$ cat src/hw/conv_status_pkg.sv
/*
 * constants for the converter status and result register bank:
 * register addresses, flag positions, mode codes and reset values.
 * assumes an 8-bit special-function-register space on the core clock.
 */
package conv_status_pkg;
   // register addresses
   localparam logic [7:0] ADDR_STATUS = 8'hD8;
   localparam logic [7:0] ADDR_MODE = 8'hD1;
   localparam logic [7:0] ADDR_DECIM = 8'hD4;
   localparam logic [7:0] ADDR_PRES_L = 8'hD9;
   localparam logic [7:0] ADDR_PRES_M = 8'hDA;
   localparam logic [7:0] ADDR_PRES_H = 8'hDB;
   localparam logic [7:0] ADDR_ARES_L = 8'hDC;
   localparam logic [7:0] ADDR_ARES_H = 8'hDD;
   localparam logic [7:0] ADDR_POFS_L = 8'hE1;
   localparam logic [7:0] ADDR_POFS_M = 8'hE2;
   localparam logic [7:0] ADDR_POFS_H = 8'hE3;
   localparam logic [7:0] ADDR_AOFS_L = 8'hE4;
   localparam logic [7:0] ADDR_AOFS_H = 8'hE5;
   localparam logic [7:0] ADDR_PGAIN_L = 8'hE9;
   localparam logic [7:0] ADDR_PGAIN_M = 8'hEA;
   localparam logic [7:0] ADDR_PGAIN_H = 8'hEB;
   localparam logic [7:0] ADDR_AGAIN_L = 8'hEC;
   localparam logic [7:0] ADDR_AGAIN_H = 8'hED;
   // status flag positions
   localparam int BIT_RDY_P = 7;
   localparam int BIT_RDY_A = 6;
   localparam int BIT_CAL = 5;
   localparam int BIT_NOREF = 4;
   localparam int BIT_ERR_P = 3;
   localparam int BIT_ERR_A = 2;
   // mode register fields
   localparam int BIT_EN_P = 5;
   localparam int BIT_EN_A = 4;
   localparam logic [7:0] MODE_WMASK = 8'h37;
   // mode select codes
   localparam logic [2:0] MD_OFF = 3'h0;
   localparam logic [2:0] MD_IDLE = 3'h1;
   localparam logic [2:0] MD_SINGLE = 3'h2;
   localparam logic [2:0] MD_CONT = 3'h3;
   localparam logic [2:0] MD_ZCAL = 3'h4;
   localparam logic [2:0] MD_FCAL = 3'h5;
   // reset values
   localparam logic [7:0] STATUS_RST = 8'h00;
   localparam logic [7:0] MODE_RST = 8'h00;
   localparam logic [7:0] DECIM_RST = 8'h40;
   localparam logic [7:0] RDATA_RST = 8'h00;
endpackage

$ cat src/hw/conv_status_regs.sv
/*
 * status, result and coefficient registers for a primary (24-bit)
 * and an auxiliary (16-bit) sigma-delta converter.
 * assumes the converters pulse a done strobe with their data for one
 * cycle, and that the core issues byte and bit accesses synchronously.
 */
`timescale 1ns/1ps
//////////////////////////////////////////////////////////////////////
// Contract
// - primary ready flag, status bit 7, sets when conversion or calibration ends
// - primary ready clears on software zero write or a starting mode write
// - while primary ready is set, the primary converter cannot update results or coefficients; software coefficient writes still apply
// - bit 6 is the auxiliary ready flag with the same behaviour
// - trim-done flag, bit 5, sets when a calibration ends
// - trim-done clears only by a mode write that starts work
// - missing-reference flag, bit 4, tracks the reference only while active
// - missing reference with external reference selected forces results to ones
// - primary error flag, bit 3, sets when the written result was clamped
// - primary error flag also sets when a calibration failed to update coefficients
// - primary error flag clears when software starts a conversion or calibration
// - bit 2 is the auxiliary error flag with the same behaviour
// - primary result is 24 bits in low, middle and high bytes
// - auxiliary result is 16 bits in low and high bytes
// - offset coefficients: 24 bits primary, 16 bits auxiliary, in bytes
// - gain coefficients: 24 bits primary, 16 bits auxiliary, in bytes
// - status register at D8H, resets to 00H, bit addressable, bits 1:0 reserved
// - decimation ratio register sets the filter decimation and update rate
// - single conversion updates results, flags, then writes mode select to 000
// - mode 100 starts zero-scale calibration, 101 full-scale calibration
module conv_status_regs
   import conv_status_pkg::*;
#(
   parameter int PW = 24,
   parameter int AW = 16
) (
   input wire logic i_clk,
   input wire logic i_resetn,
   input wire logic i_ce,
   input wire logic i_sfr_wr,
   input wire logic i_sfr_rd,
   input wire logic [7:0] i_sfr_addr,
   input wire logic [7:0] i_sfr_wdata,
   input wire logic i_bit_wr,
   input wire logic [7:0] i_bit_addr,
   input wire logic i_bit_val,
   input wire logic i_pri_done,
   input wire logic [PW-1:0] i_pri_data,
   input wire logic i_pri_clamp,
   input wire logic i_pri_cal_err,
   input wire logic i_aux_done,
   input wire logic [AW-1:0] i_aux_data,
   input wire logic i_aux_clamp,
   input wire logic i_aux_cal_err,
   input wire logic i_ref_bad,
   input wire logic i_ext_ref_sel,
   output logic [7:0] o_sfr_rdata,
   output logic [7:0] o_mode,
   output logic [7:0] o_decim_ratio
);
   //////////////////////////////////////////////////////////////////
   // decoding helpers
   function automatic logic is_run(input logic [2:0] md);
      is_run = (md == MD_SINGLE) || (md == MD_CONT) ||
               (md == MD_ZCAL) || (md == MD_FCAL);
   endfunction

   function automatic logic is_cal(input logic [2:0] md);
      is_cal = (md == MD_ZCAL) || (md == MD_FCAL);
   endfunction

   // byte n of a wide value
   function automatic logic [7:0] byte_of(input logic [23:0] v, input int n);
      byte_of = v[n*8 +: 8];
   endfunction

   //////////////////////////////////////////////////////////////////
   // state
   logic [7:0] status_q, status_d;
   logic [7:0] mode_q, mode_d;
   logic [7:0] decim_q, decim_d;
   logic [23:0] pres_q, pres_d;
   logic [23:0] pofs_q, pofs_d;
   logic [23:0] pgain_q, pgain_d;
   logic [AW-1:0] ares_q, ares_d;
   logic [AW-1:0] aofs_q, aofs_d;
   logic [AW-1:0] again_q, again_d;
   logic [7:0] rdata_q, rdata_d;
   logic [23:0] pri_val, aux_val;
   logic wr_mode, start, start_p, start_a;
   logic active, force_ones, pri_take, aux_take;
   logic stat_bwr;

   //////////////////////////////////////////////////////////////////
   // event decode
   always_comb begin
      wr_mode = i_sfr_wr && (i_sfr_addr == ADDR_MODE);
      start = wr_mode && is_run(i_sfr_wdata[2:0]);
      start_p = start && i_sfr_wdata[BIT_EN_P];
      start_a = start && i_sfr_wdata[BIT_EN_A];
      active = (mode_q[BIT_EN_P] || mode_q[BIT_EN_A]) && is_run(mode_q[2:0]);
      force_ones = status_q[BIT_NOREF] && i_ext_ref_sel;
      pri_take = i_pri_done && !status_q[BIT_RDY_P];
      aux_take = i_aux_done && !status_q[BIT_RDY_A];
      stat_bwr = i_bit_wr && (i_bit_addr[7:3] == ADDR_STATUS[7:3]);
      pri_val = 24'h000000;
      aux_val = 24'h000000;
      pri_val[PW-1:0] = force_ones ? {PW{1'b1}} : i_pri_data;
      aux_val[AW-1:0] = force_ones ? {AW{1'b1}} : i_aux_data;
   end

   //////////////////////////////////////////////////////////////////
   // next-state of flags, mode and data registers
   always_comb begin
      status_d = status_q;
      mode_d = mode_q;
      decim_d = decim_q;
      pres_d = pres_q;
      pofs_d = pofs_q;
      pgain_d = pgain_q;
      ares_d = ares_q;
      aofs_d = aofs_q;
      again_d = again_q;
      // software clears come first so hardware sets win
      if (i_sfr_wr && (i_sfr_addr == ADDR_STATUS)) begin
         status_d[BIT_RDY_P] = status_q[BIT_RDY_P] & i_sfr_wdata[BIT_RDY_P];
         status_d[BIT_RDY_A] = status_q[BIT_RDY_A] & i_sfr_wdata[BIT_RDY_A];
      end
      if (stat_bwr && !i_bit_val) begin
         if (i_bit_addr[2:0] == 3'(BIT_RDY_P)) begin
            status_d[BIT_RDY_P] = 1'b0;
         end
         if (i_bit_addr[2:0] == 3'(BIT_RDY_A)) begin
            status_d[BIT_RDY_A] = 1'b0;
         end
      end
      if (start) begin
         status_d[BIT_CAL] = 1'b0;
      end
      if (start_p) begin
         status_d[BIT_RDY_P] = 1'b0;
         status_d[BIT_ERR_P] = 1'b0;
      end
      if (start_a) begin
         status_d[BIT_RDY_A] = 1'b0;
         status_d[BIT_ERR_A] = 1'b0;
      end
      // reference detect only while a converter runs
      if (active) begin
         status_d[BIT_NOREF] = i_ref_bad;
      end
      // primary completion
      if (pri_take) begin
         status_d[BIT_RDY_P] = 1'b1;
         if (is_cal(mode_q[2:0])) begin
            status_d[BIT_CAL] = 1'b1;
            if (i_pri_cal_err) begin
               status_d[BIT_ERR_P] = 1'b1;
            end else if (mode_q[2:0] == MD_ZCAL) begin
               pofs_d = pri_val;
            end else begin
               pgain_d = pri_val;
            end
         end else begin
            pres_d = pri_val;
            if (i_pri_clamp || force_ones) begin
               status_d[BIT_ERR_P] = 1'b1;
            end
         end
      end
      // auxiliary completion
      if (aux_take) begin
         status_d[BIT_RDY_A] = 1'b1;
         if (is_cal(mode_q[2:0])) begin
            status_d[BIT_CAL] = 1'b1;
            if (i_aux_cal_err) begin
               status_d[BIT_ERR_A] = 1'b1;
            end else if (mode_q[2:0] == MD_ZCAL) begin
               aofs_d = aux_val[AW-1:0];
            end else begin
               again_d = aux_val[AW-1:0];
            end
         end else begin
            ares_d = aux_val[AW-1:0];
            if (i_aux_clamp || force_ones) begin
               status_d[BIT_ERR_A] = 1'b1;
            end
         end
      end
      // single conversion drops back to power-down
      if ((pri_take || aux_take) && (mode_q[2:0] == MD_SINGLE)) begin
         mode_d[2:0] = MD_OFF;
      end
      status_d[1:0] = 2'b00;
      // software byte writes to control and coefficients
      if (i_sfr_wr) begin
         case (i_sfr_addr)
            ADDR_MODE: mode_d = i_sfr_wdata & MODE_WMASK;
            ADDR_DECIM: decim_d = i_sfr_wdata;
            ADDR_POFS_L: pofs_d[7:0] = i_sfr_wdata;
            ADDR_POFS_M: pofs_d[15:8] = i_sfr_wdata;
            ADDR_POFS_H: pofs_d[23:16] = i_sfr_wdata;
            ADDR_PGAIN_L: pgain_d[7:0] = i_sfr_wdata;
            ADDR_PGAIN_M: pgain_d[15:8] = i_sfr_wdata;
            ADDR_PGAIN_H: pgain_d[23:16] = i_sfr_wdata;
            ADDR_AOFS_L: aofs_d[7:0] = i_sfr_wdata;
            ADDR_AOFS_H: aofs_d[15:8] = i_sfr_wdata;
            ADDR_AGAIN_L: again_d[7:0] = i_sfr_wdata;
            ADDR_AGAIN_H: again_d[15:8] = i_sfr_wdata;
            default: ;
         endcase
      end
   end

   //////////////////////////////////////////////////////////////////
   // register file
   always_ff @(posedge i_clk or negedge i_resetn) begin
      if (!i_resetn) begin
         status_q <= STATUS_RST;
         mode_q <= MODE_RST;
         decim_q <= DECIM_RST;
         pres_q <= 24'h000000;
         pofs_q <= 24'h000000;
         pgain_q <= 24'h000000;
         ares_q <= '0;
         aofs_q <= '0;
         again_q <= '0;
      end else if (i_ce) begin
         status_q <= status_d;
         mode_q <= mode_d;
         decim_q <= decim_d;
         pres_q <= pres_d;
         pofs_q <= pofs_d;
         pgain_q <= pgain_d;
         ares_q <= ares_d;
         aofs_q <= aofs_d;
         again_q <= again_d;
      end
   end

   //////////////////////////////////////////////////////////////////
   // read data, captured on a read strobe
   always_comb begin
      rdata_d = rdata_q;
      if (i_sfr_rd) begin
         case (i_sfr_addr)
            ADDR_STATUS: rdata_d = status_q & 8'hFC;
            ADDR_MODE: rdata_d = mode_q;
            ADDR_DECIM: rdata_d = decim_q;
            ADDR_PRES_L: rdata_d = byte_of(pres_q, 0);
            ADDR_PRES_M: rdata_d = byte_of(pres_q, 1);
            ADDR_PRES_H: rdata_d = byte_of(pres_q, 2);
            ADDR_ARES_L: rdata_d = byte_of(24'(ares_q), 0);
            ADDR_ARES_H: rdata_d = byte_of(24'(ares_q), 1);
            ADDR_POFS_L: rdata_d = byte_of(pofs_q, 0);
            ADDR_POFS_M: rdata_d = byte_of(pofs_q, 1);
            ADDR_POFS_H: rdata_d = byte_of(pofs_q, 2);
            ADDR_AOFS_L: rdata_d = byte_of(24'(aofs_q), 0);
            ADDR_AOFS_H: rdata_d = byte_of(24'(aofs_q), 1);
            ADDR_PGAIN_L: rdata_d = byte_of(pgain_q, 0);
            ADDR_PGAIN_M: rdata_d = byte_of(pgain_q, 1);
            ADDR_PGAIN_H: rdata_d = byte_of(pgain_q, 2);
            ADDR_AGAIN_L: rdata_d = byte_of(24'(again_q), 0);
            ADDR_AGAIN_H: rdata_d = byte_of(24'(again_q), 1);
            default: rdata_d = RDATA_RST;
         endcase
      end
   end

   always_ff @(posedge i_clk or negedge i_resetn) begin
      if (!i_resetn) begin
         rdata_q <= RDATA_RST;
      end else if (i_ce) begin
         rdata_q <= rdata_d;
      end
   end

   // outputs straight from flops
   assign o_sfr_rdata = rdata_q;
   assign o_mode = mode_q;
   assign o_decim_ratio = decim_q;
endmodule // conv_status_regs

$ cat config.mk
export PLATFORM = sky130hd
export DESIGN_NAME = conv_status_regs
export DESIGN_NICKNAME = d
export VERILOG_FILES = /design/src/hw/conv_status_pkg.sv /design/src/hw/conv_status_regs.sv
export SDC_FILE = /design/constraint.sdc
export NUM_CORES = 1
export LEC_CHECK = 0
export BUFFER_PORTS_ARGS = -buffer_cell sky130_fd_sc_hd__buf_2
export CAP_MARGIN = 15
export CORE_ASPECT_RATIO = 1.75
export CORE_UTILIZATION = 50
export CTS_CLUSTER_SIZE = 16
export DETAILED_ROUTE_END_ITERATION = 8
export PLACE_DENSITY_LB_ADDON = 0.3
export SETUP_SLACK_MARGIN = 0.2
export SLEW_MARGIN = 5
export SYNTH_ARGS = -nofsm -noshare
export SYNTH_HDL_FRONTEND = slang
export SYNTH_SLANG_ARGS = --single-unit
$ cat constraint.sdc
create_clock -name i_clk -period 1.9 [get_ports i_clk]
set_input_delay 0.095 -clock i_clk [delete_from_list [all_inputs] [get_ports i_clk]]
set_output_delay 0.095 -clock i_clk [all_outputs]
set_load 0.03 [all_outputs]
==> flow_summary.json <==
{
  "setup_viol": 9,
  "synth_cell_types": 76,
  "ant_nets": 0,
  "hold_path_end": "pres_q[11]",
  "drive_gt1_share_pct": 40.5,
  "antenna_found_initial": 1,
  "synth-xor-area-share_pct": 0.106,
  "rsz0062_at_grt": "yes",
  "net-switching-power_mw": 2.80,
  "cts_root_buffer": "clkbuf_16",
  "synthAdderAreaFrac_pct": 0,
  "fp.dieArea_um2": 17000,
  "maxSlewViolCount": 0,
  "synth_warnings": 0,
  "worstSetupStartpointType": "register",
  "die_x_um": 99.0,
  "placedCellCount": 1177,
  "drt_wl_total_um": 34900,
  "cp.required_ns": 2.25,
  "worstPathMaxFanout": 4,
  "fin_hold_ws_ns": 0.00662,
  "wl_per_cell_um": 27.7,
  "fin_setup_tns_ns": -0.215,
  "worst_pin_slew_ns": 0.671,
  "clock_latency_ns": 0.44,
  "fill_cells": 1158,
  "clockPowerShare_pct": 40.0,
  "synth_area_leader_cell": "dfrtp_1",
  "fmaxAchievable_ghz": 0.508,
  "grt_pass1_wl_um": 49100,
  "cts_buffers": 17,
  "post-route-cell-area_um2": 11400,
  "synth_seq_cells": 147,
  "reg2reg_depth": 8,
  "yosysTopAreaCellShare_pct": 44.4,
  "dpl_worst_slack_ns": -0.0653,
  "synth_top_family_by_area": "compound AO/OA/AOI/OAI gates",
  "grt_max_degree": 64,
  "fin_ws_ns": -0.0666,
  "drc_errors": 0,
  "violations": "negative setup slack",
  "slew_headroom_pct": 55.2,
  "start_util_pct": 51.4,
  "fp.dieH_um": 172,
  "switching_share_pct": 29.5,
  "vias": 8742,
  "r2r_slack_ns": -0.07,
  "ys_top_cells_by_area": "dfrtp_1 44%, a21oi_1 6.4%, nor2_1 6.0%",
  "hp-class": "primary input to register",
  "crit_type": "register to register",
  "synth_commonest_cells": "146 x dfrtp_1, 132 x nor2_1, 105 x a21oi_1",
  "power_frac_seq_pct": 42.8,
  "yosysMostFrequentCell": "dfrtp_1",
  "synth_cells": 863,
  "finalCritPeriodShare_pct": 104,
  "avgSynthCellArea_um2": 9.54,
  "dp_hpwl_um": 22700,
  "io_buffers": 99,
  "period_needed_ns": 1.97,
  "htree_levels": 4,
  "place.gp.congestion": 0.970,
  "cts_tree": "done",
  "multiInputGateArea_um2": 4910,
  "rows": 61,
  "nets": 1135,
  "power_density_nw_per_um2": 832,
  "vdd_drop_max_uv": 642,
  "synth-simple-area-share_pct": 17.3,
  "gr-usage-all-layers_pct": 39.8,
  "synth_mux_area_share_pct": 5.71,
  "synthesis.area_um2": 8240,
  "final_cell_count_no_fill": 1258,
  "cp-end-kind": "register",
  "hold-path-cell-count": 3,
  "detail_route.iter0.violations": 933,
  "synth-compound-area-share_pct": 27.3,
  "dpl_cell_area_um2": 9470,
  "r2r_start": "o_mode[1]",
  "ys_seq_area_share_pct": 44.7,
  "cts_sinks": 147,
  "p_int_mw": 6.69,
  "min_from": "i_pri_data[11]",
  "p_leak_nw": 4.90,
  "grt_pass1_vias": 8518,
  "dr.pass1.iters": 8,
  "grt_overflow": 0,
  "areaGrowthSynthToFinish_pct": 38.6,
  "async_flop_share_pct": 100,
  "synth_edf_count": 0,
  "clk_pin_slew_ns": 0.07,
  "via_per_inst": 6.95,
  "p_total_mw": 9.49,
  "reg2reg_to": "aofs_q[15]",
  "ios": 103,
  "ff_latch_area_um2": 3680,
  "maxCapViolCount": 0,
  "hold_viol": 0,
  "pwr-share-comb_pct": 17.2,
  "final_core_util_pct": 71.2,
  "outcome": "complete, but fails checks",
  "fin_skew_ns": 0.00824,
  "coreArea_um2": 16000,
  "critPathArrivalTime_ns": 2.32,
  "synthFlopType": "dfrtp_1",
  "num_antenna_cells": 0,
  "clk_path_buf_depth": 2
}
==> cell usage in the layout (no fill, tap or decap), types with 16 or more instances in the layout <==
cell and instances:
dfrtp_1 143, nor2_1 107, buf_2 98, a21oi_1 89
buf_4 89, nand2_1 33, o32ai_2 30, dlygate4sd3_1 30
mux2_2 28, a22oi_1 21, nor2_2 20, o21ai_0 19
clkbuf_16 18, a21oi_2 16, a22o_1 16
==> flip-flops by register name (all words and copies together), names as in the netlist <==
name / flops
pofs_q: 24
again_q: 16
pres_q: 24
aofs_q: 16
o_sfr_rdata: 8
ares_q: 16
o_decim_ratio: 8
status_q: 6
o_mode: 5
pgain_q: 24
==> how the worst max path moves through the flow <==
stage                   from              to  slack (ns)  cells after the start
6_report           o_mode[1]      aofs_q[15]       -0.07                      8
5_1_grt            o_mode[1]      aofs_q[15]       -0.14                      8
4_1_cts            o_mode[1]      aofs_q[15]        0.05                      8
3_5_place_dp   i_sfr_addr[3]  o_sfr_rdata[4]       -0.07                      6
3_3_place_gp   i_sfr_addr[3]  o_sfr_rdata[1]       -0.09                      8
2_1_floorplan      o_mode[2]      pofs_q[10]        0.17                      6
==> routing by layer <==
metal	GRT usage (%)	up-vias	wire (µm)
met3	7.31	218	2970
met2	65.2	661	16600
met1	43.9	4207	11800
li1	-	3656	-
met4	35.8	0	3590
met5	0	-	0
==> kinds of logic after synthesis <==
| kind of cell | after synthesis |
|---|---|
| compound gates | 319 |
| xor+xnor | 1 |
| buf+inv | 81 |
| flops | 147 |
| mux | 42 |
| other cells | 1 |
| simple gates | 272 |
==> layout make-up <==
cell class | instances | share of cell area (%)
Clock buffer | 20 | 3.91
Clock inverter | 12 | 1.79
Inverter | 7 | 0.230
Multi-Input combinational cell | 638 | 43.0
Sequential cell | 147 | 32.3
Tap cell | 189 | 2.07
Timing Repair Buffer | 245 | 16.7
==> power groups by stage <==
| stage | Clock [mW] | Combinational [mW] | Sequential (mW) |
|---|---|---|---|
| final | 3.80 | 1.63 | 4.06 |
| after global routing | 3.92 | 1.75 | 4.07 |
| after CTS | 3.78 | 1.47 | 4.01 |
| after detailed placement | 0 | 1.40 | 4.06 |
| after global placement | 0 | 1.36 | 4.05 |
| after floorplan | 0 | 0.832 | 3.85 |
==> timing repair <==
action | in CTS | in global routing
pin swaps | 8 | 34
buffers inserted | 9 | 8
endpoints found under the setup margin | 79 | 96
hold buffers | 30 | 0
hold endpoints to repair | 75 | 0
resized for setup | 51 | 118
gates cloned | 0 | 2
==> worst max-delay path, stage by stage, from the launching register on <==
cell and delay (ns):
dfrtp_2 0.43, buf_6 0.13, nor3b_4 0.33, buf_6 0.15, nand3b_1 0.22, a21boi_4 0.26, buf_6 0.17, nor2_2 0.04
a21oi_2 0.15
Power figures use the tool's default switching activity.
